--- src/verilog/fsw_consts.vh ---
// Constants for the flash status and write-protect block
`ifndef FSW_CONSTS_VH
`define FSW_CONSTS_VH
// Status byte bit positions
`define FSW_BIT_BUSY      0
`define FSW_BIT_LATCH     1
`define FSW_BIT_BP_LO     2
`define FSW_BIT_BP_HI     5
`define FSW_BIT_QUAD      6
`define FSW_BIT_SWD       7
`define FSW_STATUS_RESET  8'h00
`define FSW_NV_DEFAULT    6'h00
// Command opcodes
`define FSW_OP_WR_EN      8'h06
`define FSW_OP_WR_DIS     8'h04
`define FSW_OP_STAT_WR    8'h01
`define FSW_OP_STAT_RD    8'h05
`define FSW_OP_RDFR       8'h48
`define FSW_OP_RDERP      8'h81
`define FSW_OP_PROG       8'h02
`define FSW_OP_QPROG_A    8'h32
`define FSW_OP_QPROG_B    8'h38
`define FSW_OP_SE_A       8'hD7
`define FSW_OP_SE_B       8'h20
`define FSW_OP_BE32       8'h52
`define FSW_OP_BE64       8'hD8
`define FSW_OP_CE_A       8'hC7
`define FSW_OP_CE_B       8'h60
`define FSW_OP_WRFN       8'h42
`define FSW_OP_NVRP       8'h65
`define FSW_OP_NVERP      8'h85
`define FSW_OP_IRE        8'h64
`define FSW_OP_IRPG       8'h62
`define FSW_OP_ABW        8'h15
`define FSW_OP_VRP_A      8'hC0
`define FSW_OP_VRP_B      8'h63
`define FSW_OP_VERP       8'h83
`define FSW_OP_SUSP       8'h75
`define FSW_OP_RSTEN      8'h66
`define FSW_OP_RST        8'h99
// Operation classes reported to the array engine
`define FSW_OPC_NONE      3'h0
`define FSW_OPC_PROG      3'h1
`define FSW_OPC_ERASE     3'h2
`define FSW_OPC_CHIP      3'h3
`define FSW_OPC_NVREG     3'h4
`define FSW_OPC_STATUS    3'h5
`endif

--- src/verilog/fsw_protect_decode.v ---
// Block-protect decode: tells whether a 64 KB block lies in the protected region
`default_nettype none
module fsw_protect_decode #(
  parameter BLK_BITS = 6
) (
  // Protect code and block under test
  input  wire [3:0]          bp_code,
  input  wire [BLK_BITS-1:0] block_idx,
  // Result
  output reg                 is_protected
);
  localparam [BLK_BITS:0] BLK_COUNT = {1'b1, {BLK_BITS{1'b0}}};
  reg [BLK_BITS:0] span;
  always @*
  begin
    span = {(BLK_BITS+1){1'b0}};
    is_protected = 1'b0;
    if (bp_code[3] == 1'b0)
    begin
      // Top-down region; 0111 covers every block
      if (bp_code[2:0] == 3'h7)
        is_protected = 1'b1;
      else if (bp_code[2:0] != 3'h0)
      begin
        span = {{BLK_BITS{1'b0}}, 1'b1} << (bp_code[2:0] - 3'h1);
        is_protected = ({1'b0, block_idx} >= (BLK_COUNT - span));
      end
    end
    else
    begin
      // Bottom-up region; 1000 covers every block, 1111 none
      if (bp_code[2:0] == 3'h0)
        is_protected = 1'b1;
      else if (bp_code[2:0] != 3'h7)
      begin
        span = {{BLK_BITS{1'b0}}, 1'b1} << (3'h6 - bp_code[2:0]);
        is_protected = ({1'b0, block_idx} < span);
      end
    end
  end
endmodule
`default_nettype wire

--- src/verilog/fsw_status_core.v ---
// Status byte, write-enable latch, busy filter and hardware write protection
// Functional notes
// - Status bit 0 reads 1 while program, erase or register write runs.
// - While busy, only status/function/ext-read reads and resets are accepted.
// - During program or erase, suspend is also accepted.
// - Busy clears when the operation ends, success or not.
// - Write-enable command sets the latch in status bit 1.
// - Write-disable clears the latch; completion of any write clears it.
// - Only write-enable sets the latch; status write cannot.
// - Program and erase commands need the latch set, else inhibited.
// - Register writes, info-row and autoboot writes need the latch set.
// - Volatile read-parameter set commands need no latch.
// - Block-protect bits 2..5 select a region; program or erase there inhibited.
// - Chip erase ignored unless all block-protect bits are zero.
// - Write-disable 1 with protect pin low locks bits; status writes ignored.
// - Status write permitted when write-disable 0, or pin high.
// - Quad-enable 0: shared pins are protect and hold; 1: data lines (code still applies the protect-pin status-write lock).
// - Protect, quad-enable and write-disable bits are non-volatile, default 0.
// - Full status byte returned on status read, even while busy.
// - Protect code decodes 64 KB blocks, top-down or bottom-up.
`default_nettype none
`include "fsw_consts.vh"
module fsw_status_core #(
  parameter BLK_BITS = 6
) (
  // Clock and reset
  input  wire                clk_sys,
  input  wire                rst,
  // Decoded command from the serial front end
  input  wire                cmd_valid,
  input  wire [7:0]          cmd_opcode,
  input  wire [BLK_BITS-1:0] cmd_block,
  input  wire [7:0]          cmd_wdata,
  // Array engine completion
  input  wire                op_done,
  // Shared pins
  input  wire                wp_pin_n,
  input  wire                hold_pin_n,
  // Status byte and command results
  output reg  [7:0]          status_byte,
  output reg                 status_rd_valid,
  output reg                 op_start,
  output reg  [2:0]          op_class,
  output reg                 suspend_req,
  output reg                 reset_req,
  output reg                 cmd_accepted,
  output reg                 cmd_dropped,
  // Pin function selection
  output reg                 pins_are_data,
  output reg                 wp_active_n,
  output reg                 hold_active_n
);
  localparam ST_IDLE = 2'b01;
  localparam ST_BUSY = 2'b10;

  // Non-volatile cells live outside the reset; they start at factory default
  reg [5:0] nv_bits = `FSW_NV_DEFAULT;
  reg       busy_flag;
  reg       write_enable_latch;
  reg [1:0] state;
  reg [2:0] run_class;
  reg       wp_s1;
  reg       wp_s2;
  reg       wp_s3;
  reg       wp_level;
  reg       hold_s1;
  reg       hold_s2;
  reg       hold_s3;
  reg       hold_level;
  reg       next_busy;
  reg       next_latch;
  reg [5:0] next_nv;
  reg [2:0] next_class;
  reg       next_start;
  reg       next_accept;
  reg       next_drop;
  reg       next_susp;
  reg       next_rst_req;
  reg       next_rd;
  wire      blk_protected;
  wire [3:0] bp_code;
  wire      quad_enable;
  wire      status_write_disable;

  assign bp_code = nv_bits[3:0];
  assign quad_enable = nv_bits[4];
  assign status_write_disable = nv_bits[5];

  fsw_protect_decode #(
    .BLK_BITS (BLK_BITS)
  ) u_decode (
    .bp_code      (bp_code),
    .block_idx    (cmd_block),
    .is_protected (blk_protected)
  );

  // Command classifier, shared by the busy filter and dispatch
  function [2:0] fsw_class;
    input [7:0] op;
    begin
      case (op)
        `FSW_OP_PROG, `FSW_OP_QPROG_A, `FSW_OP_QPROG_B:
          fsw_class = `FSW_OPC_PROG;
        `FSW_OP_SE_A, `FSW_OP_SE_B, `FSW_OP_BE32, `FSW_OP_BE64:
          fsw_class = `FSW_OPC_ERASE;
        `FSW_OP_CE_A, `FSW_OP_CE_B:
          fsw_class = `FSW_OPC_CHIP;
        `FSW_OP_WRFN, `FSW_OP_NVRP, `FSW_OP_NVERP, `FSW_OP_IRE, `FSW_OP_IRPG,
        `FSW_OP_ABW:
          fsw_class = `FSW_OPC_NVREG;
        `FSW_OP_STAT_WR:
          fsw_class = `FSW_OPC_STATUS;
        default:
          fsw_class = `FSW_OPC_NONE;
      endcase
    end
  endfunction

  function is_busy_ok;
    input [7:0] op;
    input [2:0] running;
    begin
      case (op)
        `FSW_OP_STAT_RD, `FSW_OP_RDFR, `FSW_OP_RDERP, `FSW_OP_RSTEN, `FSW_OP_RST:
          is_busy_ok = 1'b1;
        `FSW_OP_SUSP:
          is_busy_ok = (running == `FSW_OPC_PROG) || (running == `FSW_OPC_ERASE)
                       || (running == `FSW_OPC_CHIP);
        default:
          is_busy_ok = 1'b0;
      endcase
    end
  endfunction

  // Three-stage pin synchronisers; level moves only when stages two and three agree
  always @(posedge clk_sys)
  begin
    if (rst)
    begin
      wp_s1 <= 1'b1;
      wp_s2 <= 1'b1;
      wp_s3 <= 1'b1;
      wp_level <= 1'b1;
      hold_s1 <= 1'b1;
      hold_s2 <= 1'b1;
      hold_s3 <= 1'b1;
      hold_level <= 1'b1;
    end
    else
    begin
      wp_s1 <= wp_pin_n;
      wp_s2 <= wp_s1;
      wp_s3 <= wp_s2;
      hold_s1 <= hold_pin_n;
      hold_s2 <= hold_s1;
      hold_s3 <= hold_s2;
      if (wp_s2 == wp_s3)
        wp_level <= wp_s3;
      if (hold_s2 == hold_s3)
        hold_level <= hold_s3;
    end
  end

  always @*
  begin
    next_busy = busy_flag;
    next_latch = write_enable_latch;
    next_nv = nv_bits;
    next_class = run_class;
    next_start = 1'b0;
    next_accept = 1'b0;
    next_drop = 1'b0;
    next_susp = 1'b0;
    next_rst_req = 1'b0;
    next_rd = 1'b0;
    case (state)
      ST_IDLE:
      begin
        if (cmd_valid)
        begin
          next_accept = 1'b1;
          case (cmd_opcode)
            `FSW_OP_WR_EN:
              next_latch = 1'b1;
            `FSW_OP_WR_DIS:
              next_latch = 1'b0;
            `FSW_OP_STAT_RD:
              next_rd = 1'b1;
            `FSW_OP_RSTEN, `FSW_OP_RST:
              next_rst_req = 1'b1;
            `FSW_OP_VRP_A, `FSW_OP_VRP_B, `FSW_OP_VERP:
              next_accept = 1'b1;
            default:
            begin
              if (fsw_class(cmd_opcode) != `FSW_OPC_NONE)
              begin
                if (!write_enable_latch)
                begin
                  next_accept = 1'b0;
                  next_drop = 1'b1;
                end
                else if (fsw_class(cmd_opcode) == `FSW_OPC_CHIP && bp_code != 4'h0)
                begin
                  next_accept = 1'b0;
                  next_drop = 1'b1;
                end
                else if ((fsw_class(cmd_opcode) == `FSW_OPC_PROG ||
                          fsw_class(cmd_opcode) == `FSW_OPC_ERASE) && blk_protected)
                begin
                  next_accept = 1'b0;
                  next_drop = 1'b1;
                end
                else if (fsw_class(cmd_opcode) == `FSW_OPC_STATUS &&
                         status_write_disable && !wp_level)
                begin
                  next_accept = 1'b0;
                  next_drop = 1'b1;
                end
                else
                begin
                  // Latch is left alone here; completion clears it
                  if (fsw_class(cmd_opcode) == `FSW_OPC_STATUS)
                    next_nv = cmd_wdata[7:2];
                  next_busy = 1'b1;
                  next_class = fsw_class(cmd_opcode);
                  next_start = 1'b1;
                end
              end
            end
          endcase
        end
      end
      ST_BUSY:
      begin
        if (cmd_valid)
        begin
          if (is_busy_ok(cmd_opcode, run_class))
          begin
            next_accept = 1'b1;
            next_rd = (cmd_opcode == `FSW_OP_STAT_RD);
            next_susp = (cmd_opcode == `FSW_OP_SUSP);
            next_rst_req = (cmd_opcode == `FSW_OP_RSTEN) || (cmd_opcode == `FSW_OP_RST);
          end
          else
            next_drop = 1'b1;
        end
        if (op_done)
        begin
          next_busy = 1'b0;
          next_latch = 1'b0;
          next_class = `FSW_OPC_NONE;
        end
      end
      default:
      begin
        next_busy = 1'b0;
        next_class = `FSW_OPC_NONE;
      end
    endcase
  end

  always @(posedge clk_sys)
  begin
    // Non-volatile cells ride through reset; a command seen during reset must not reach them
    if (rst)
    begin
      state <= ST_IDLE;
      busy_flag <= 1'b0;
      write_enable_latch <= 1'b0;
      run_class <= `FSW_OPC_NONE;
      status_byte <= `FSW_STATUS_RESET | {nv_bits, 2'b00};
      status_rd_valid <= 1'b0;
      op_start <= 1'b0;
      op_class <= `FSW_OPC_NONE;
      suspend_req <= 1'b0;
      reset_req <= 1'b0;
      cmd_accepted <= 1'b0;
      cmd_dropped <= 1'b0;
      pins_are_data <= 1'b0;
      wp_active_n <= 1'b1;
      hold_active_n <= 1'b1;
    end
    else
    begin
      state <= next_busy ? ST_BUSY : ST_IDLE;
      busy_flag <= next_busy;
      nv_bits <= next_nv;
      write_enable_latch <= next_latch;
      run_class <= next_class;
      status_byte <= {next_nv, next_latch, next_busy};
      status_rd_valid <= next_rd;
      op_start <= next_start;
      op_class <= next_class;
      suspend_req <= next_susp;
      reset_req <= next_rst_req;
      cmd_accepted <= next_accept;
      cmd_dropped <= next_drop;
      // Protect/hold outputs follow the shared pins only while quad mode is off; the status-write lock reads the protect pin in either mode
      pins_are_data <= next_nv[4];
      wp_active_n <= next_nv[4] ? 1'b1 : wp_level;
      hold_active_n <= next_nv[4] ? 1'b1 : hold_level;
    end
  end
endmodule
`default_nettype wire
--- config.mk ---
export PLATFORM = sky130hd
export DESIGN_NAME = fsw_status_core
export DESIGN_NICKNAME = d
export VERILOG_FILES = /design/src/verilog/fsw_protect_decode.v /design/src/verilog/fsw_status_core.v
export VERILOG_INCLUDE_DIRS = /design/src /design/src/verilog
export SDC_FILE = /design/constraint.sdc
export NUM_CORES = 1
export LEC_CHECK = 0
export BUFFER_PORTS_ARGS = -buffer_cell sky130_fd_sc_hd__buf_4
export CORE_MARGIN = 8
export CORE_UTILIZATION = 55
export CTS_CLUSTER_DIAMETER = 50
export DETAILED_ROUTE_END_ITERATION = 12
export PLACE_DENSITY = 0.82
export RECOVER_POWER = 100
export SLEW_MARGIN = 20
export SYNTH_ARGS = -nofsm -noshare
export SYNTH_HDL_FRONTEND = slang
export SYNTH_SLANG_ARGS = --single-unit
--- constraint.sdc ---
create_clock -name clk_sys -period 4.9 [get_ports clk_sys]
set_clock_uncertainty 0.05 [all_clocks]
set_input_delay 0.98 -clock clk_sys [delete_from_list [all_inputs] [get_ports clk_sys]]
set_output_delay 0.98 -clock clk_sys [all_outputs]
set_load 0.005 [all_outputs]
==> results of run 1 <==
where the power goes:
part           internal [mW]  leakage, nW  total (mW)  switching (mW)
clock                  0.203       0.0654       0.306           0.103
combinational         0.0532        0.751       0.112          0.0586
sequential             0.301        0.297       0.309         0.00781
how the worst max path moves through the flow:
stage                   end  slack [ns]
6_report       run_class[0]        0.84
4_1_cts        run_class[0]        0.98
2_1_floorplan  run_class[1]        1.21
3_5_place_dp   run_class[1]        1.01
5_1_grt        run_class[0]        0.50
3_3_place_gp   run_class[1]        1.06
metal layers:
metal	vias up	global-route usage
li1	1035	-
met4	0	0.0643
met3	8	0.0393
met5	-	0
met1	991	0.213
met2	62	0.284
critical path, stage by stage, from the launching register on:
cell and delay [ns]:
edfxtp_1 0.60, inv_1 0.22, ha_1 0.49, nand2_1 0.09
ha_1 0.27, xnor2_1 0.20, ha_1 0.26, a21o_1 0.18
a221o_1 0.33, a31oi_1 0.21, o22ai_1 0.13, nand4_1 0.22
or4b_1 0.56, o22ai_1 0.16
Yosys cell counts (all sizes together) (3+ instances only):
cell type / n / area [um2]
nor2: 20 / 85.1
nand3: 9 / 45.0
nand4: 6 / 50.0
nor2b: 8 / 50.1
mux2: 10 / 116
a211oi: 5 / 50.1
inv: 16 / 60.1
nor3: 3 / 20.0
nor4: 3 / 40.0
dfxtp: 29 / 581
a21oi: 6 / 30.0
nand2b: 5 / 31.3
xor2: 3 / 26.3
o22ai: 6 / 43.8
buf: 9 / 52.6
a31oi: 4 / 25.0
clkbuf: 6 / 22.5
edfxtp: 6 / 180
o21ai: 18 / 90.1
or2: 7 / 43.8
nor3b: 3 / 27.5
nand2: 22 / 85.1
ha: 15 / 188
kinds of logic (layout without fill, tap and decap cells):
| group | after synthesis | count (layout) |
|---|---|---|
| AOI/OAI and AO/OA | 60 | 60 |
| xor gates and xnor gates | 4 | 4 |
| adders and majority gates | 15 | 15 |
| buffers and inverters | 31 | 69 |
| DFF | 35 | 35 |
| muxes | 10 | 10 |
| and+or+nand+nor | 107 | 107 |
metrics by stage:
stage | worst slack (ns) | power (mW)
floorplan | 1.21 | 0.391
global placement | 1.06 | 0.427
detailed placement | 1.01 | 0.430
CTS | 0.978 | 0.736
global route | 0.501 | 0.758
finish | 0.841 | 0.727
layout make-up:
cell class,count,area (um2),area share
inverter,16,60.1,0.0218
clock buffer,6,72.6,0.0264
sequential,35,761,0.277
timing repair buffer,45,327,0.119
multi-input combinational,196,1410,0.512
clock inverter,2,60.1,0.0218
tap,50,62.6,0.0228
state kept, by name, summed over array words and instances, names as in the netlist, named ones only:
name	flops
status_byte	7
nv_bits	6
run_class	3
cmd_accepted	1
cmd_dropped	1
hold_active_n	1
hold_level	1
hold_s1	1
hold_s2	1
hold_s3	1
op_start	1
pins_are_data	1
reset_req	1
state	1
status_rd_valid	1
suspend_req	1
wp_active_n	1
wp_level	1
wp_s1	1
wp_s2	1
wp_s3	1
==> reports/metrics.yaml, run 1 <==
wl_met1_um: 2360
post_cts_buffers: 0
outcome: "finished, final reports clean"
synthXorXnorAreaFrac: 0.0149
finalMaxSlewViolations: 0
synth-compound-area-share: 0.196
drt_iter0_drc: 161
wl_met3_um: 365
layout-drive-gt1-share: 0.250
nets: 342
overflow: 0
worstPathRequired_ns: 5.06
syn_area_mm2: 0.00235
cts_tree: "yes"
synth_top_family_by_area: "simple AND/OR/NAND/NOR gates"
cts_resized: 0
fin_crit_ns: 4.06
finalSetupViolations: 0
routed-wl-met2_um: 2640
min_from: "wp_s1"
cts-root-buf: "clkbuf_8"
drc: 0
fmax_ghz: 0.246
cts_hold_buf: 0
startpoint_type: "register"
relSlewSlack: 0.338
timing.rr.start: "nv_bits[2]"
grt_max_degree: 19
fillers: 347
rrSetupSlack_ns: 0.84
yosys_most_used_dff: "dfxtp_1"
clock_path_buffers: 2
ios: 48
die_w_um: 81.4
grt_antenna_before_repair: 0
rsz0062_at_grt: "false"
synth_nets: 305
finalSetupTns_ns: 0
io_buffers: 45
leakagePower_nw: 1.11
hold_end: "wp_s2"
synth-adder-area-share: 0.0797
synth-edff-count: 6
first_global_vias: 2048
muxShareOfSynthArea: 0.0494
diodes: 0
crit_arrival_ns: 4.22
grtUsageTotal: 0.172
syn_to_final_growth_pct: 16.7
final_cell_mix: "29 x dfxtp_1, 23 x buf_4, 21 x nand2_1"
die_height_um: 81.4
maxCapViolCount: 0
hold_class: "reg2reg"
die-area_mm2: 0.00663
cp-end-kind: "register"
cts.sinks: 35
layout.cells.non_filler: 350
placedCellCount: 342
core-area_mm2: 0.00406
power.density_mw_per_mm2: 264
wire_per_inst_um: 15.5
peakVddDrop_mv: 0.169
layout_commonest_cell: "dfxtp_1"
ant_nets: 0
worstSetupStartpoint: "nv_bits[2]"
routed.top_layer: "met4"
grt_pass1_wl_um: 9200
design_area_mm2: 0.00275
syn_area_per_cell_um2: 8.99
cts_buffers: 5
firstDrtPassIters: 4
num_vias: 2096
ys_types: 70
synth-seq-cells: 35
insertion_delay_ns: 0.29
yosysWarnings: 0
synthCells: 262
yosysSeqAreaShare: 0.323
gp_congestion: 0.870
htree_num_levels: 2
floorplan.initialDensity: 0.580
reg2reg_to: "run_class[0]"
num_rows: 23
r2r_cells: 13
hold_viol: 0
whs_path_depth: 1
avgViaCountPerCell: 5.99
cp_max_fo: 11
yosys.area_share.simple: 0.279
wl_um: 5430
fin_util: 0.677
worstMarginPinSlew_ns: 0.984
dp_hpwl_um: 4000
critPathKind: "reg2reg"
cts.clk_slew.worst_paths_ns: 0.07
place_area_mm2: 0.00268
worst_hold_slack_ns: 0.365
min_period_over_period: 0.828
ys_async_sr_fraction: 0
(Power assumes the default switching activity.)
==> inputs of run 2 (changes only) <==
clock period = 3.8 ns   (was 4.9 ns; I/O delays follow)
==> reports/metrics.yaml, run 2 (synthesis gave the netlist of run 1 again) <==
startpoint_type: "register"
cts_hold_buf: 0
cp_max_fo: 9
die_w_um: 81.4
hold_end: "hold_s2"
overflow: 0
gp_congestion: 0.896
top_regs: "status_byte (7), nv_bits (6), run_class (3)"
crit_arrival_ns: 3.76
finalMaxSlewViolations: 0
layout_commonest_cell: "dfxtp_1"
first_global_vias: 2029
drc: 0
reg2reg_to: "run_class[2]"
grt_max_degree: 19
cts.sinks: 35
cts.clk_slew.worst_paths_ns: 0.08
fin_util: 0.678
critPathKind: "reg2reg"
hold_class: "reg2reg"
min_from: "hold_s1"
power.density_mw_per_mm2: 301
htree_num_levels: 2
leakagePower_nw: 1.12
rsz0062_at_grt: "false"
cp-end-kind: "register"
clock_path_buffers: 2
setup_ws_ns: 0.217
whs_path_depth: 1
firstDrtPassIters: 4
grtUsageTotal: 0.179
maxCapViolCount: 0
largest_reg_flops: 7
final_cell_mix: "29 x dfxtp_1, 28 x buf_4, 21 x nand2_1"
wl_um: 5620
worstMarginPinSlew_ns: 1.03
crit_buf_inv: 0
top_register: "status_byte"
nets: 347
ios: 48
outcome: "finished, final reports clean"
dp_slack_ns: 0.262
num_vias: 2136
cts-root-buf: "clkbuf_8"
layout-drive-gt1-share: 0.266
diodes: 0
rrSetupSlack_ns: 0.22
core-area_mm2: 0.00406
syn_to_final_growth_pct: 16.9
die_height_um: 81.4
path_common_cell: "ha_1"
dp_hpwl_um: 4300
grt_pass1_wl_um: 9460
crit_slowest_cell: "or4b_4"
worstPathRequired_ns: 3.97
finalSetupTns_ns: 0
floorplan.initialDensity: 0.580
timing.rr.start: "nv_bits[0]"
insertion_delay_ns: 0.29
finalSetupViolations: 0
num_rows: 23
min_period_over_period: 0.943
cpPeakStageDelay_ns: 0.51
io_buffers: 45
fmax_ghz: 0.279
cts_resized: 0
hold_viol: 0
grt_antenna_before_repair: 0
die-area_mm2: 0.00663
ant_nets: 0
path_depth: 13
peakVddDrop_mv: 0.226
cts_buffers: 5
crit_chain: "nor2_1 -> ha_1 -> nand2_1 -> ha_1 -> xnor2_1 -> ha_1 -> a21o_1 -> a221o_1 -> a31oi_1 -> o22ai_1 -> nand4_2 -> or4b_4 -> o21ai_0"
cts_tree: "yes"
relSlewSlack: 0.306
avgViaCountPerCell: 6.02
drt_iter0_drc: 157
wire_per_inst_um: 15.8
crit_family: "compound AO/OA/AOI/OAI gates"
fin_crit_ns: 3.58
r2r_cells: 13
post_cts_buffers: 0
==> run 2: stage by stage <==
step | cells | area, um2 | total power [mW] | hold WS [ns]
3_3_place_gp | 347 | 2720 | 0.555 | 0.343
3_5_place_dp | 347 | 2720 | 0.561 | 0.362
2_1_floorplan | 262 | 2350 | 0.504 | 0.339
6_report | 355 | 2750 | 0.828 | 0.377
4_1_cts | 355 | 2810 | 0.837 | 0.382
5_1_grt | 355 | 2750 | 0.864 | 0.382
==> run 2: worst max path at each step <==
| stage | start | to | slack (ns) |
|---|---|---|---|
| detailed placement | nv_bits[0] | run_class[0] | 0.26 |
| global placement | nv_bits[0] | run_class[1] | 0.31 |
| finish | nv_bits[0] | run_class[2] | 0.22 |
| CTS | nv_bits[0] | run_class[0] | 0.22 |
| global route | nv_bits[0] | run_class[1] | 0.007 |
| floorplan | nv_bits[1] | run_class[1] | 0.11 |
==> run 2: cell type report <==
| class | instances | area, um2 |
|---|---|---|
| flip-flops and latches | 35 | 761 |
| inverters | 16 | 60.1 |
| clock buffers | 5 | 68.8 |
| clock inverters | 3 | 23.8 |
| repair buffers | 50 | 360 |
| fillers | 342 | 1310 |
| multi-input cells | 196 | 1420 |
| well taps | 50 | 62.6 |
==> run 2: per-layer routing <==
layer | track usage | wire, um | vias to the layer above
li1 | - | - | 1051
met1 | 0.220 | 2380 | 991
met2 | 0.290 | 2730 | 82
met3 | 0.0437 | 386 | 12
met4 | 0.0804 | 123 | 0
met5 | 0 | 0 | -
==> run 2: worst register-to-register path: stages (launching register included) <==
cell,delay [ns]
edfxtp_1,0.39
nor2_1,0.23
ha_1,0.37
nand2_1,0.11
ha_1,0.25
xnor2_1,0.15
ha_1,0.26
a21o_1,0.18
a221o_1,0.34
a31oi_1,0.21
o22ai_1,0.15
nand4_2,0.17
or4b_4,0.51
o21ai_0,0.15
==> run 2: report_power, final <==
part	switching (mW)	internal, mW
Sequential	0.00494	0.388
Clock	0.148	0.131
Combinational	0.0834	0.0722
Total	0.236	0.592
